**src/pkg/rpd_defines.svh**
```systemverilog
// Constants for the reset and power-down controller.
`ifndef RPD_DEFINES_SVH
`define RPD_DEFINES_SVH

`define RPD_NPORTS      4
`define RPD_NGPIO       8
`define RPD_FM_W        6
`define RPD_CFG_W       25

// Reset values of the held control bits.
`define RPD_CHIP_RST_RST 1'b0
`define RPD_CHIP_DP_RST  1'b1
`define RPD_PORT_RST_RST 4'h0
`define RPD_PORT_DP_RST  4'hf
`define RPD_PORT_PD_RST  4'hf
`define RPD_FIFO_HLD_RST 4'hf

// Line mode code for a port whose line coder is in use.
`define RPD_LM_CODED     1'b1
// Framer mode code for clear channel, framer unused (arbitrary value).
`define RPD_FM_CLEAR     6'h3f
// Framer mode code for DS3 C-bit framing (arbitrary value).
`define RPD_FM_DS3_CBIT  6'h00

// Field positions of the default configuration word.
`define CFG_CLR_ON_WR    0
`define CFG_ADAPTER_EN   1
`define CFG_TIMERS_EN    2
`define CFG_LINE_B3ZS    3
`define CFG_TX_LINE_EN   4
`define CFG_FM_LSB       5
`define CFG_AUTO_AIS     11
`define CFG_AUTO_RDI     12
`define CFG_AUTO_FEBE    13
`define CFG_TXCLK_PIN    14
`define CFG_CELL_EN      15
`define CFG_SCRAMBLE     16
`define CFG_HEC_RECALC   17
`define CFG_COSET        18
`define CFG_UTOPIA_L2    19
`define CFG_BUS_W_LSB    20
`define CFG_ODD_PARITY   22
`define CFG_HEC_XFER     23
`define CFG_PIN_INVERT   24
`define CFG_BUS_8BIT     2'h0

`endif

```
**src/pkg/rpd_pkg.sv**
```systemverilog
// Types for the reset and power-down controller.
`default_nettype none
`include "rpd_defines.svh"
package rpd_pkg;

  // Complete state of the controller.
  typedef struct packed {
    logic                    sync1;
    logic                    sync2;
    logic                    chip_rst_bit;
    logic                    chip_dp_bit;
    logic [`RPD_NPORTS-1:0]  port_rst_bit;
    logic [`RPD_NPORTS-1:0]  port_dp_bit;
    logic [`RPD_NPORTS-1:0]  port_pd_bit;
    logic [`RPD_NPORTS-1:0]  fifo_hold;
    logic [`RPD_CFG_W-1:0]   cfg;
  } rpd_state_t;

endpackage

`default_nettype wire

```
**src/reset_powerdown_control.sv**
```systemverilog
// Chip and per-port reset, data-path reset and power-down controller.
//
// Operation
// [RL1] Chip reset from pin or sticky soft bit.
// [RL2] Port reset from chip reset or port bit.
// [RL3] Data-path reset forces transmit line outputs low.
// [RL4] Data-path and power-down outputs follow their bits.
// [RL5] Port power-down also forces port data-path reset.
// [RL6] Resets assert asynchronously, release on clock.
// [RL7] Power-down stops the affected port clocks.
// [RL8] System interface clocks are never stopped.
// [RL9] Reference timers and adapter off when disabled.
// [RL10] Chip reset reloads all defaults and flops.
// [RL11] Chip reset sets data-path and power-down bits.
// [RL12] Software: power up, configure, then release.
// [RL13] Software may release first, then configure.
// [RL14] General-purpose pins are inputs during reset.
// [RL15] Port outputs low until bits cleared.
// [RL16] System tri-states off, address outputs low.
// [RL17] Processor bus floats only for pin reset.
// [RL18] Defaults: clear-on-write, adapter and timers off.
// [RL19] Defaults: B3ZS, line off, C-bit, auto alarms.
// [RL20] Defaults: clock from adapter pin, cell features.
// [RL21] Cell FIFOs held in reset after reset.
// [RL22] Defaults: 8-bit level 2, odd parity.
// [RL23] Unused blocks held by line and framer mode.
`timescale 1ns/1ps
`default_nettype none
`include "rpd_defines.svh"

module reset_powerdown_control
  import rpd_pkg::*;
(
  input  wire logic                      REF_CLK,
  input  wire logic                      NRST,
  input  wire logic                      CHIP_CTRL_WE,
  input  wire logic                      CHIP_RST_WDATA,
  input  wire logic                      CHIP_DP_WDATA,
  input  wire logic [`RPD_NPORTS-1:0]    PORT_CTRL_WE,
  input  wire logic [`RPD_NPORTS-1:0]    PORT_RST_WDATA,
  input  wire logic [`RPD_NPORTS-1:0]    PORT_DP_WDATA,
  input  wire logic [`RPD_NPORTS-1:0]    PORT_PD_WDATA,
  input  wire logic [`RPD_NPORTS-1:0]    FIFO_HOLD_WE,
  input  wire logic [`RPD_NPORTS-1:0]    FIFO_HOLD_WDATA,
  input  wire logic                      REF8K_EXT_SEL,
  input  wire logic [2:0]                REF8K_SRC_SEL,
  input  wire logic [1:0]                ADAPTER_MODE_HI,
  input  wire logic [`RPD_NPORTS-1:0]    LINE_MODE,
  input  wire logic [4*`RPD_FM_W-1:0]    FRAMER_MODE,
  input  wire logic [`RPD_NGPIO-1:0]     GPIO_OE_REQ,
  output logic                           CHIP_RESET,
  output logic                           CHIP_DP_RESET,
  output logic [`RPD_NPORTS-1:0]         PORT_RESET,
  output logic [`RPD_NPORTS-1:0]         PORT_DP_RESET,
  output logic [`RPD_NPORTS-1:0]         PORT_POWER_DOWN,
  output logic                           CHIP_RST_BIT,
  output logic                           CHIP_DP_BIT,
  output logic [`RPD_NPORTS-1:0]         PORT_RST_BIT,
  output logic [`RPD_NPORTS-1:0]         PORT_DP_BIT,
  output logic [`RPD_NPORTS-1:0]         PORT_PD_BIT,
  output logic [`RPD_NPORTS-1:0]         PORT_CLK_EN,
  output logic                           SYS_CLK_EN,
  output logic                           REF8K_CLK_EN,
  output logic                           ADAPTER_CLK_EN,
  output logic [`RPD_NPORTS-1:0]         LINE_OUT_FORCE_LOW,
  output logic [`RPD_NPORTS-1:0]         FIFO_HOLD,
  output logic [2*`RPD_NPORTS-1:0]       BLOCK_HOLD,
  output logic [`RPD_NGPIO-1:0]          GPIO_OE,
  output logic                           SYS_TRISTATE_HIZ,
  output logic                           SYS_ADDR_FORCE_LOW,
  output logic                           PROC_BUS_HIZ,
  output logic [`RPD_CFG_W-1:0]          CFG_DEFAULT,
  output logic [`RPD_NPORTS-1:0]         CFG_LOAD
);

  ////////////////////////////////////////////////////////////////////////////
  // Constants and decoding

  // Default configuration word that every reset reloads.
  localparam logic [`RPD_CFG_W-1:0] CFG_RESET_VALUE =
      (`RPD_CFG_W'(1) << `CFG_CLR_ON_WR)
    | (`RPD_CFG_W'(0) << `CFG_ADAPTER_EN)
    | (`RPD_CFG_W'(0) << `CFG_TIMERS_EN)
    | (`RPD_CFG_W'(1) << `CFG_LINE_B3ZS)
    | (`RPD_CFG_W'(0) << `CFG_TX_LINE_EN)
    | (`RPD_CFG_W'(`RPD_FM_DS3_CBIT) << `CFG_FM_LSB)
    | (`RPD_CFG_W'(1) << `CFG_AUTO_AIS)
    | (`RPD_CFG_W'(1) << `CFG_AUTO_RDI)
    | (`RPD_CFG_W'(1) << `CFG_AUTO_FEBE)
    | (`RPD_CFG_W'(1) << `CFG_TXCLK_PIN)
    | (`RPD_CFG_W'(1) << `CFG_CELL_EN)
    | (`RPD_CFG_W'(1) << `CFG_SCRAMBLE)
    | (`RPD_CFG_W'(1) << `CFG_HEC_RECALC)
    | (`RPD_CFG_W'(1) << `CFG_COSET)
    | (`RPD_CFG_W'(1) << `CFG_UTOPIA_L2)
    | (`RPD_CFG_W'(`CFG_BUS_8BIT) << `CFG_BUS_W_LSB)
    | (`RPD_CFG_W'(1) << `CFG_ODD_PARITY)
    | (`RPD_CFG_W'(0) << `CFG_HEC_XFER)
    | (`RPD_CFG_W'(0) << `CFG_PIN_INVERT);

  // Reset image of the whole state; only constants reach the flops.
  localparam rpd_state_t STATE_RESET = '{
    sync1:        1'b0,
    sync2:        1'b0,
    chip_rst_bit: `RPD_CHIP_RST_RST,
    chip_dp_bit:  `RPD_CHIP_DP_RST,
    port_rst_bit: `RPD_PORT_RST_RST,
    port_dp_bit:  `RPD_PORT_DP_RST,
    port_pd_bit:  `RPD_PORT_PD_RST,
    fifo_hold:    `RPD_FIFO_HLD_RST,
    cfg:          CFG_RESET_VALUE
  };

  // Hold mask for one port: bit 0 line coder, bit 1 framer.
  function automatic logic [1:0] unused_blocks(input logic lm,
                                               input logic [`RPD_FM_W-1:0] fm);
    unused_blocks[0] = (lm != `RPD_LM_CODED);
    unused_blocks[1] = (fm == `RPD_FM_CLEAR);
  endfunction

  ////////////////////////////////////////////////////////////////////////////
  // State

  rpd_state_t s_reg;
  rpd_state_t s_next;
  logic       pin_active;
  logic       chip_reset;
  logic [`RPD_NPORTS-1:0] port_reset;

  // The pin enters through a reset synchronizer: assertion clears the
  // flops at once, release needs two clock edges so nothing leaves reset
  // on a runt edge.
  assign pin_active = ~s_reg.sync2;                     // [RL6]
  assign chip_reset = pin_active | s_reg.chip_rst_bit;  // [RL1]
  assign port_reset = {`RPD_NPORTS{chip_reset}} | s_reg.port_rst_bit;  // [RL2]

  // Next state of every held bit, forced values taking priority over writes.
  always_comb begin
    s_next       = s_reg;
    s_next.sync1 = 1'b1;                               // [RL6]
    s_next.sync2 = s_reg.sync1;
    // The soft bit clears itself while the pin is held.
    if (pin_active) begin
      s_next.chip_rst_bit = 1'b0;                      // [RL1]
    end else if (CHIP_CTRL_WE) begin
      s_next.chip_rst_bit = CHIP_RST_WDATA;            // [RL1]
    end
    if (chip_reset) begin
      s_next.chip_dp_bit = 1'b1;                       // [RL11]
      s_next.cfg         = CFG_RESET_VALUE;            // [RL10]
    end else if (CHIP_CTRL_WE) begin
      s_next.chip_dp_bit = CHIP_DP_WDATA;
    end
    for (int i = 0; i < `RPD_NPORTS; i++) begin
      if (chip_reset) begin
        s_next.port_rst_bit[i] = 1'b0;                 // [RL2]
      end else if (PORT_CTRL_WE[i]) begin
        s_next.port_rst_bit[i] = PORT_RST_WDATA[i];
      end
      // A clear only sticks once neither reset holds the port.
      if (port_reset[i]) begin
        s_next.port_dp_bit[i] = 1'b1;                  // [RL11]
        s_next.port_pd_bit[i] = 1'b1;                  // [RL11]
      end else if (PORT_CTRL_WE[i]) begin
        s_next.port_dp_bit[i] = PORT_DP_WDATA[i];
        s_next.port_pd_bit[i] = PORT_PD_WDATA[i];
      end
      // Cell FIFOs stay held until software lets them go.
      if (port_reset[i]) begin
        s_next.fifo_hold[i] = 1'b1;                    // [RL21]
      end else if (FIFO_HOLD_WE[i]) begin
        s_next.fifo_hold[i] = FIFO_HOLD_WDATA[i];
      end
    end
  end

  // One register for the whole state, cleared straight from the pin.
  always_ff @(posedge REF_CLK or negedge NRST) begin
    if (!NRST) begin
      s_reg <= STATE_RESET;                            // [RL6]
    end else begin
      s_reg <= s_next;
    end
  end

  ////////////////////////////////////////////////////////////////////////////
  // Outputs

  // Forced terms are ORed in so every reset reaches its output at once.
  assign CHIP_RESET      = chip_reset;                                 // [RL1]
  assign PORT_RESET      = port_reset;                                 // [RL2]
  assign CHIP_DP_RESET   = s_reg.chip_dp_bit | chip_reset;             // [RL4]
  assign PORT_POWER_DOWN = s_reg.port_pd_bit | port_reset;             // [RL4]
  assign PORT_DP_RESET   = {`RPD_NPORTS{CHIP_DP_RESET}} | s_reg.port_dp_bit
                         | PORT_POWER_DOWN | port_reset;               // [RL4] [RL5]
  assign CHIP_RST_BIT    = s_reg.chip_rst_bit;
  assign CHIP_DP_BIT     = s_reg.chip_dp_bit;
  assign PORT_RST_BIT    = s_reg.port_rst_bit;
  assign PORT_DP_BIT     = s_reg.port_dp_bit;
  assign PORT_PD_BIT     = s_reg.port_pd_bit;

  // Clock gating enables; the gating cells themselves sit with the clock tree.
  // Data-path reset leaves clocks running so the adapter PLLs can settle.
  assign PORT_CLK_EN    = ~PORT_POWER_DOWN;                            // [RL7]
  assign SYS_CLK_EN     = 1'b1;                                        // [RL8]
  assign REF8K_CLK_EN   = REF8K_EXT_SEL | (REF8K_SRC_SEL != 3'h0);     // [RL9]
  assign ADAPTER_CLK_EN = (ADAPTER_MODE_HI != 2'h0);                   // [RL9]

  // Line and overhead outputs sit low through reset, data-path reset and
  // power-down; a port is only released once both of its bits are clear.
  assign LINE_OUT_FORCE_LOW = PORT_DP_RESET;                           // [RL3] [RL15]
  assign FIFO_HOLD          = s_reg.fifo_hold;                         // [RL21]

  // Per-port hold of blocks that the chosen modes leave idle.
  for (genvar g = 0; g < `RPD_NPORTS; g++) begin : g_block
    assign BLOCK_HOLD[2*g +: 2] = unused_blocks(LINE_MODE[g],
                                    FRAMER_MODE[g*`RPD_FM_W +: `RPD_FM_W])
                                | {2{PORT_POWER_DOWN[g]}};             // [RL23]
  end

  // Pin states during reset.
  assign GPIO_OE            = chip_reset ? '0 : GPIO_OE_REQ;           // [RL14]
  assign SYS_TRISTATE_HIZ   = chip_reset;                              // [RL16]
  assign SYS_ADDR_FORCE_LOW = chip_reset;                              // [RL16]
  // The soft bit must not float the bus that software uses to clear it.
  assign PROC_BUS_HIZ       = pin_active;                              // [RL17]

  // Default configuration for the port and chip registers.
  assign CFG_DEFAULT = s_reg.cfg;                                      // [RL18] [RL19] [RL20] [RL22]
  assign CFG_LOAD    = port_reset;                                     // [RL10]
endmodule // reset_powerdown_control

`default_nettype wire

```
**config.mk**
```make
export PLATFORM = sky130hd
export DESIGN_NAME = reset_powerdown_control
export DESIGN_NICKNAME = d
export VERILOG_FILES = /design/src/pkg/rpd_pkg.sv /design/src/reset_powerdown_control.sv
export VERILOG_INCLUDE_DIRS = /design/src /design/src/pkg
export SDC_FILE = /design/constraint.sdc
export NUM_CORES = 1
export LEC_CHECK = 0
export ABC_AREA = 1
export BUFFER_PORTS_ARGS = -buffer_cell sky130_fd_sc_hd__buf_2
export CORE_UTILIZATION = 39
export DETAILED_ROUTE_END_ITERATION = 8
export HOLD_SLACK_MARGIN = 0.08
export PLACE_DENSITY_LB_ADDON = 0.3
export SKIP_CTS_REPAIR_TIMING = 1
export SLEW_MARGIN = 0
export SYNTH_ARGS = -nofsm -noshare
export SYNTH_HDL_FRONTEND = slang
export SYNTH_SLANG_ARGS = --single-unit
```
**constraint.sdc**
```tcl
create_clock -name REF_CLK -period 2.1 [get_ports REF_CLK]
set_input_delay 0.315 -clock REF_CLK [delete_from_list [all_inputs] [get_ports REF_CLK]]
set_output_delay 0.315 -clock REF_CLK [all_outputs]
set_load 0.05 [all_outputs]
```
==> summary.txt <==
Outcome
  – Status: complete, no violations

Route
  – Total wire length: 3610 um
  – WL per Instance: 9.31 um
  – Avg Vias per Cell: 4.13
  – Pre-Repair DR Iteration Count: 4
  – Detailed router's first-iteration violation count: 37
  – Post-route ant nets: 0
  – Routed via count: 1603
  – DRC Markers: 0

Die
  – Row count: 22
  – Chip height: 66.3 um
  – Core Area: 3800 um2
  – Ports: 162
  – Initial Util: 0.424
  – Die area: 4390 um2
  – Die width: 66.3 um

Worst setup path
  – Crit path max fanout: 6
  – Critical path startpoint category: flop
  – CP cell instances: inv_4, nand3_2, nor2_1, nand2_4, buf_2
  – FF-to-FF Start: CHIP_RST_BIT$_DFFE_PN0P_
  – Crit. End Element: output pin
  – Crit-path max cell delay: 0.45 ns
  – Required @ worst endpoint: 1.78 ns
  – Critical path endpoint: PORT_DP_RESET[3]
  – Worst r2r dst: PORT_RST_BIT[2]$_DFFE_PN0P_
  – R2R setup slack: 1.00 ns
  – Crit path launch: CHIP_RST_BIT$_DFFE_PN0P_
  – WS Path Type: reg -> out
  – FF-to-FF path depth: 3
  – WP data arrival: 1.53 ns
  – Critical-path top delay cell: dfrtp_2

GRT
  – Largest net degree at the start of global routing: 21
  – Initial antenna violation count: 0
  – Global route total overflow: 0
  – GRT Overall Usage: 0.174
  – First-pass GRT wire length: 5730 um
  – Vias in the first global route: 1371

Power
  – Switch Pwr: 584 uW
  – Flop pwr share: 0.342
  – Comb power frac: 0.436
  – Design Power: 1300 uW
  – Pwr Density: 599 nW/um2
  – Clock share of power: 0.222
  – Leak: 0.00129 uW
  – Switching portion of total power: 0.450
  – Internal Power: 713 uW
  – Peak supply drop: 0.000291 V

Layout
  – Inserted Diodes: 0
  – Final net count: 412
  – Layout area overhead: 34.5%
  – Post-layout util: 0.570
  – Share of layout cells above drive strength 1: 0.509

Synthesis
  – Synth Register Bits: 20
  – Dominant cell type by area after synthesis: buf_4
  – Top cells by area, synth: buf_4 25%, dfstp_2 21%, dfrtp_1 11%, nand2_1 10%, nor2_1 8.9%
  – Sequential area share after synthesis: 0.321
  – Yosys cell types: 19
  – Synth Instances: 229
  – Syn avg cell area: 7.03 um2
  – Warnings from Yosys: 0
  – Synthesized area: 1610 um2
  – Top-area cell type share of the netlist area: 0.247

Timing
  – Slew Viols, Final: 0
  – Fin Setup TNS: 0 ns
  – Hold Vio Cnt, Final: 0
  – Worst setup margin: 0.254 ns
  – FMAX: 542 MHz
  – Final setup viols: 0
  – Final period utilization: 0.879
  – Final min period: 1.85 ns
  – Unrepaired setup endpoints after global routing: false
  – Clock skew: 0.000814 ns

Clocking
  – Max H-tree Level: 1
  – CTS Buf Count: 3
  – Worst-path clk slew: 0.07 ns
  – CTS max path bufs: 2
  – CTS sink count: 20
  – CTS tree: yes
  – Root Buffer: clkbuf_8
  – Clk Latency, worst-skew pair: 0.25 ns

Hold path
  – Hold Path Class: in -> reg
  – Worst Hold Path Cells: 2

Placement
  – Setup Slack @ Placement: 0.353 ns
  – I/O Buffers: 135
  – DP HPWL: 3080 um
  – Final GP Congestion: 0.733

Flow run
  – Max Cap Viol: 0
cells by family after synthesis:
logic type,synth area share
AOI/OAI and AO/OA,0.0357
buffers and inverters,0.343
DFF,0.321
other,0.00466
and+or+nand+nor,0.296
cell type report:
class                           count  area [um2]
Inverter                           38         145
Multi-Input combinational cell    142         701
Sequential cell                    20         519
Tap cell                           48        60.1
Timing Repair Buffer              136         686
Fill cell                         389        1630
Clock buffer                        4        55.1
cells in the final DEF (no fill, tap or decap):
| master | n |
|---|---|
| conb_1 | 27 |
| dfrtp_2 | 2 |
| nor3_2 | 1 |
| inv_4 | 1 |
| or2_2 | 1 |
| nand2_1 | 40 |
| nand3_2 | 1 |
| nor2_1 | 38 |
| nand2_2 | 1 |
| nand3_1 | 6 |
| inv_1 | 36 |
| clkbuf_8 | 4 |
| buf_2 | 135 |
| inv_2 | 1 |
| nand3_4 | 4 |
| nor2_4 | 5 |
| dfrtp_1 | 5 |
| nor3_1 | 3 |
| o211ai_1 | 1 |
| nand2_4 | 4 |
| dlygate4sd3_1 | 1 |
| dfstp_2 | 13 |
| o21ai_0 | 9 |
| a21oi_1 | 1 |
cell usage after synthesis:
cell      instances
o21ai_0           9
buf_4            53
dfstp_2          13
nor2_1           38
or2_2             1
inv_1            36
inv_2             2
a21oi_1           1
nor2_4            5
dfrtp_1           7
nand3_1           7
nand3_2           4
conb_1            2
nand2_2           1
nand2_1          44
nor3_1            3
buf_6             1
o211ai_1          1
nor3_2            1
routing by layer:
metal / share of wire / global-route usage / vias up
li1: - / - / 821
met1: 0.37 / 0.174 / 675
met2: 0.50 / 0.338 / 101
met3: 0.12 / 0.0397 / 6
met4: 0.016 / 0.0718 / 0
met5: 0 / 0 / -
worst max-delay path, delay by kind of cell, from the launching register on:
kind / cells / cell delay [ns]
buf+inv: 2 / 0.35
flops: 1 / 0.45
simple gates: 3 / 0.49
how the worst min path moves through the flow:
| stage | start | slack (ns) | endpoint |
|---|---|---|---|
| floorplan | NRST | 0.02 | CHIP_RST_BIT$_DFFE_PN0P_ |
| finish | CHIP_CTRL_WE | 0.28 | CHIP_DP_BIT$_DFFE_PN1P_ |
| detailed placement | NRST | 0.29 | PORT_RST_BIT[1]$_DFFE_PN0P_ |
| global placement | NRST | 0.29 | PORT_RST_BIT[1]$_DFFE_PN0P_ |
| global route | CHIP_CTRL_WE | 0.28 | CHIP_DP_BIT$_DFFE_PN1P_ |
| CTS | NRST | 0.008 | PORT_RST_BIT[1]$_DFFE_PN0P_ |
stage by stage:
step,area [um2],hold slack [ns],std cells
2_1_floorplan,1770,0.0194,254
3_5_place_dp,2100,0.289,383
5_1_grt,2170,0.283,388
3_3_place_gp,2100,0.286,383
4_1_cts,2150,0.00762,387
6_report,2170,0.280,388
power groups by stage:
stage / sequential (uW) / clock (uW) / combinational, uW
4_1_cts: 444 / 301 / 567
2_1_floorplan: 452 / 0 / 498
6_report: 444 / 288 / 565
3_3_place_gp: 450 / 0 / 563
3_5_place_dp: 451 / 0 / 566
5_1_grt: 449 / 316 / 604
(Power assumes the default switching activity.)
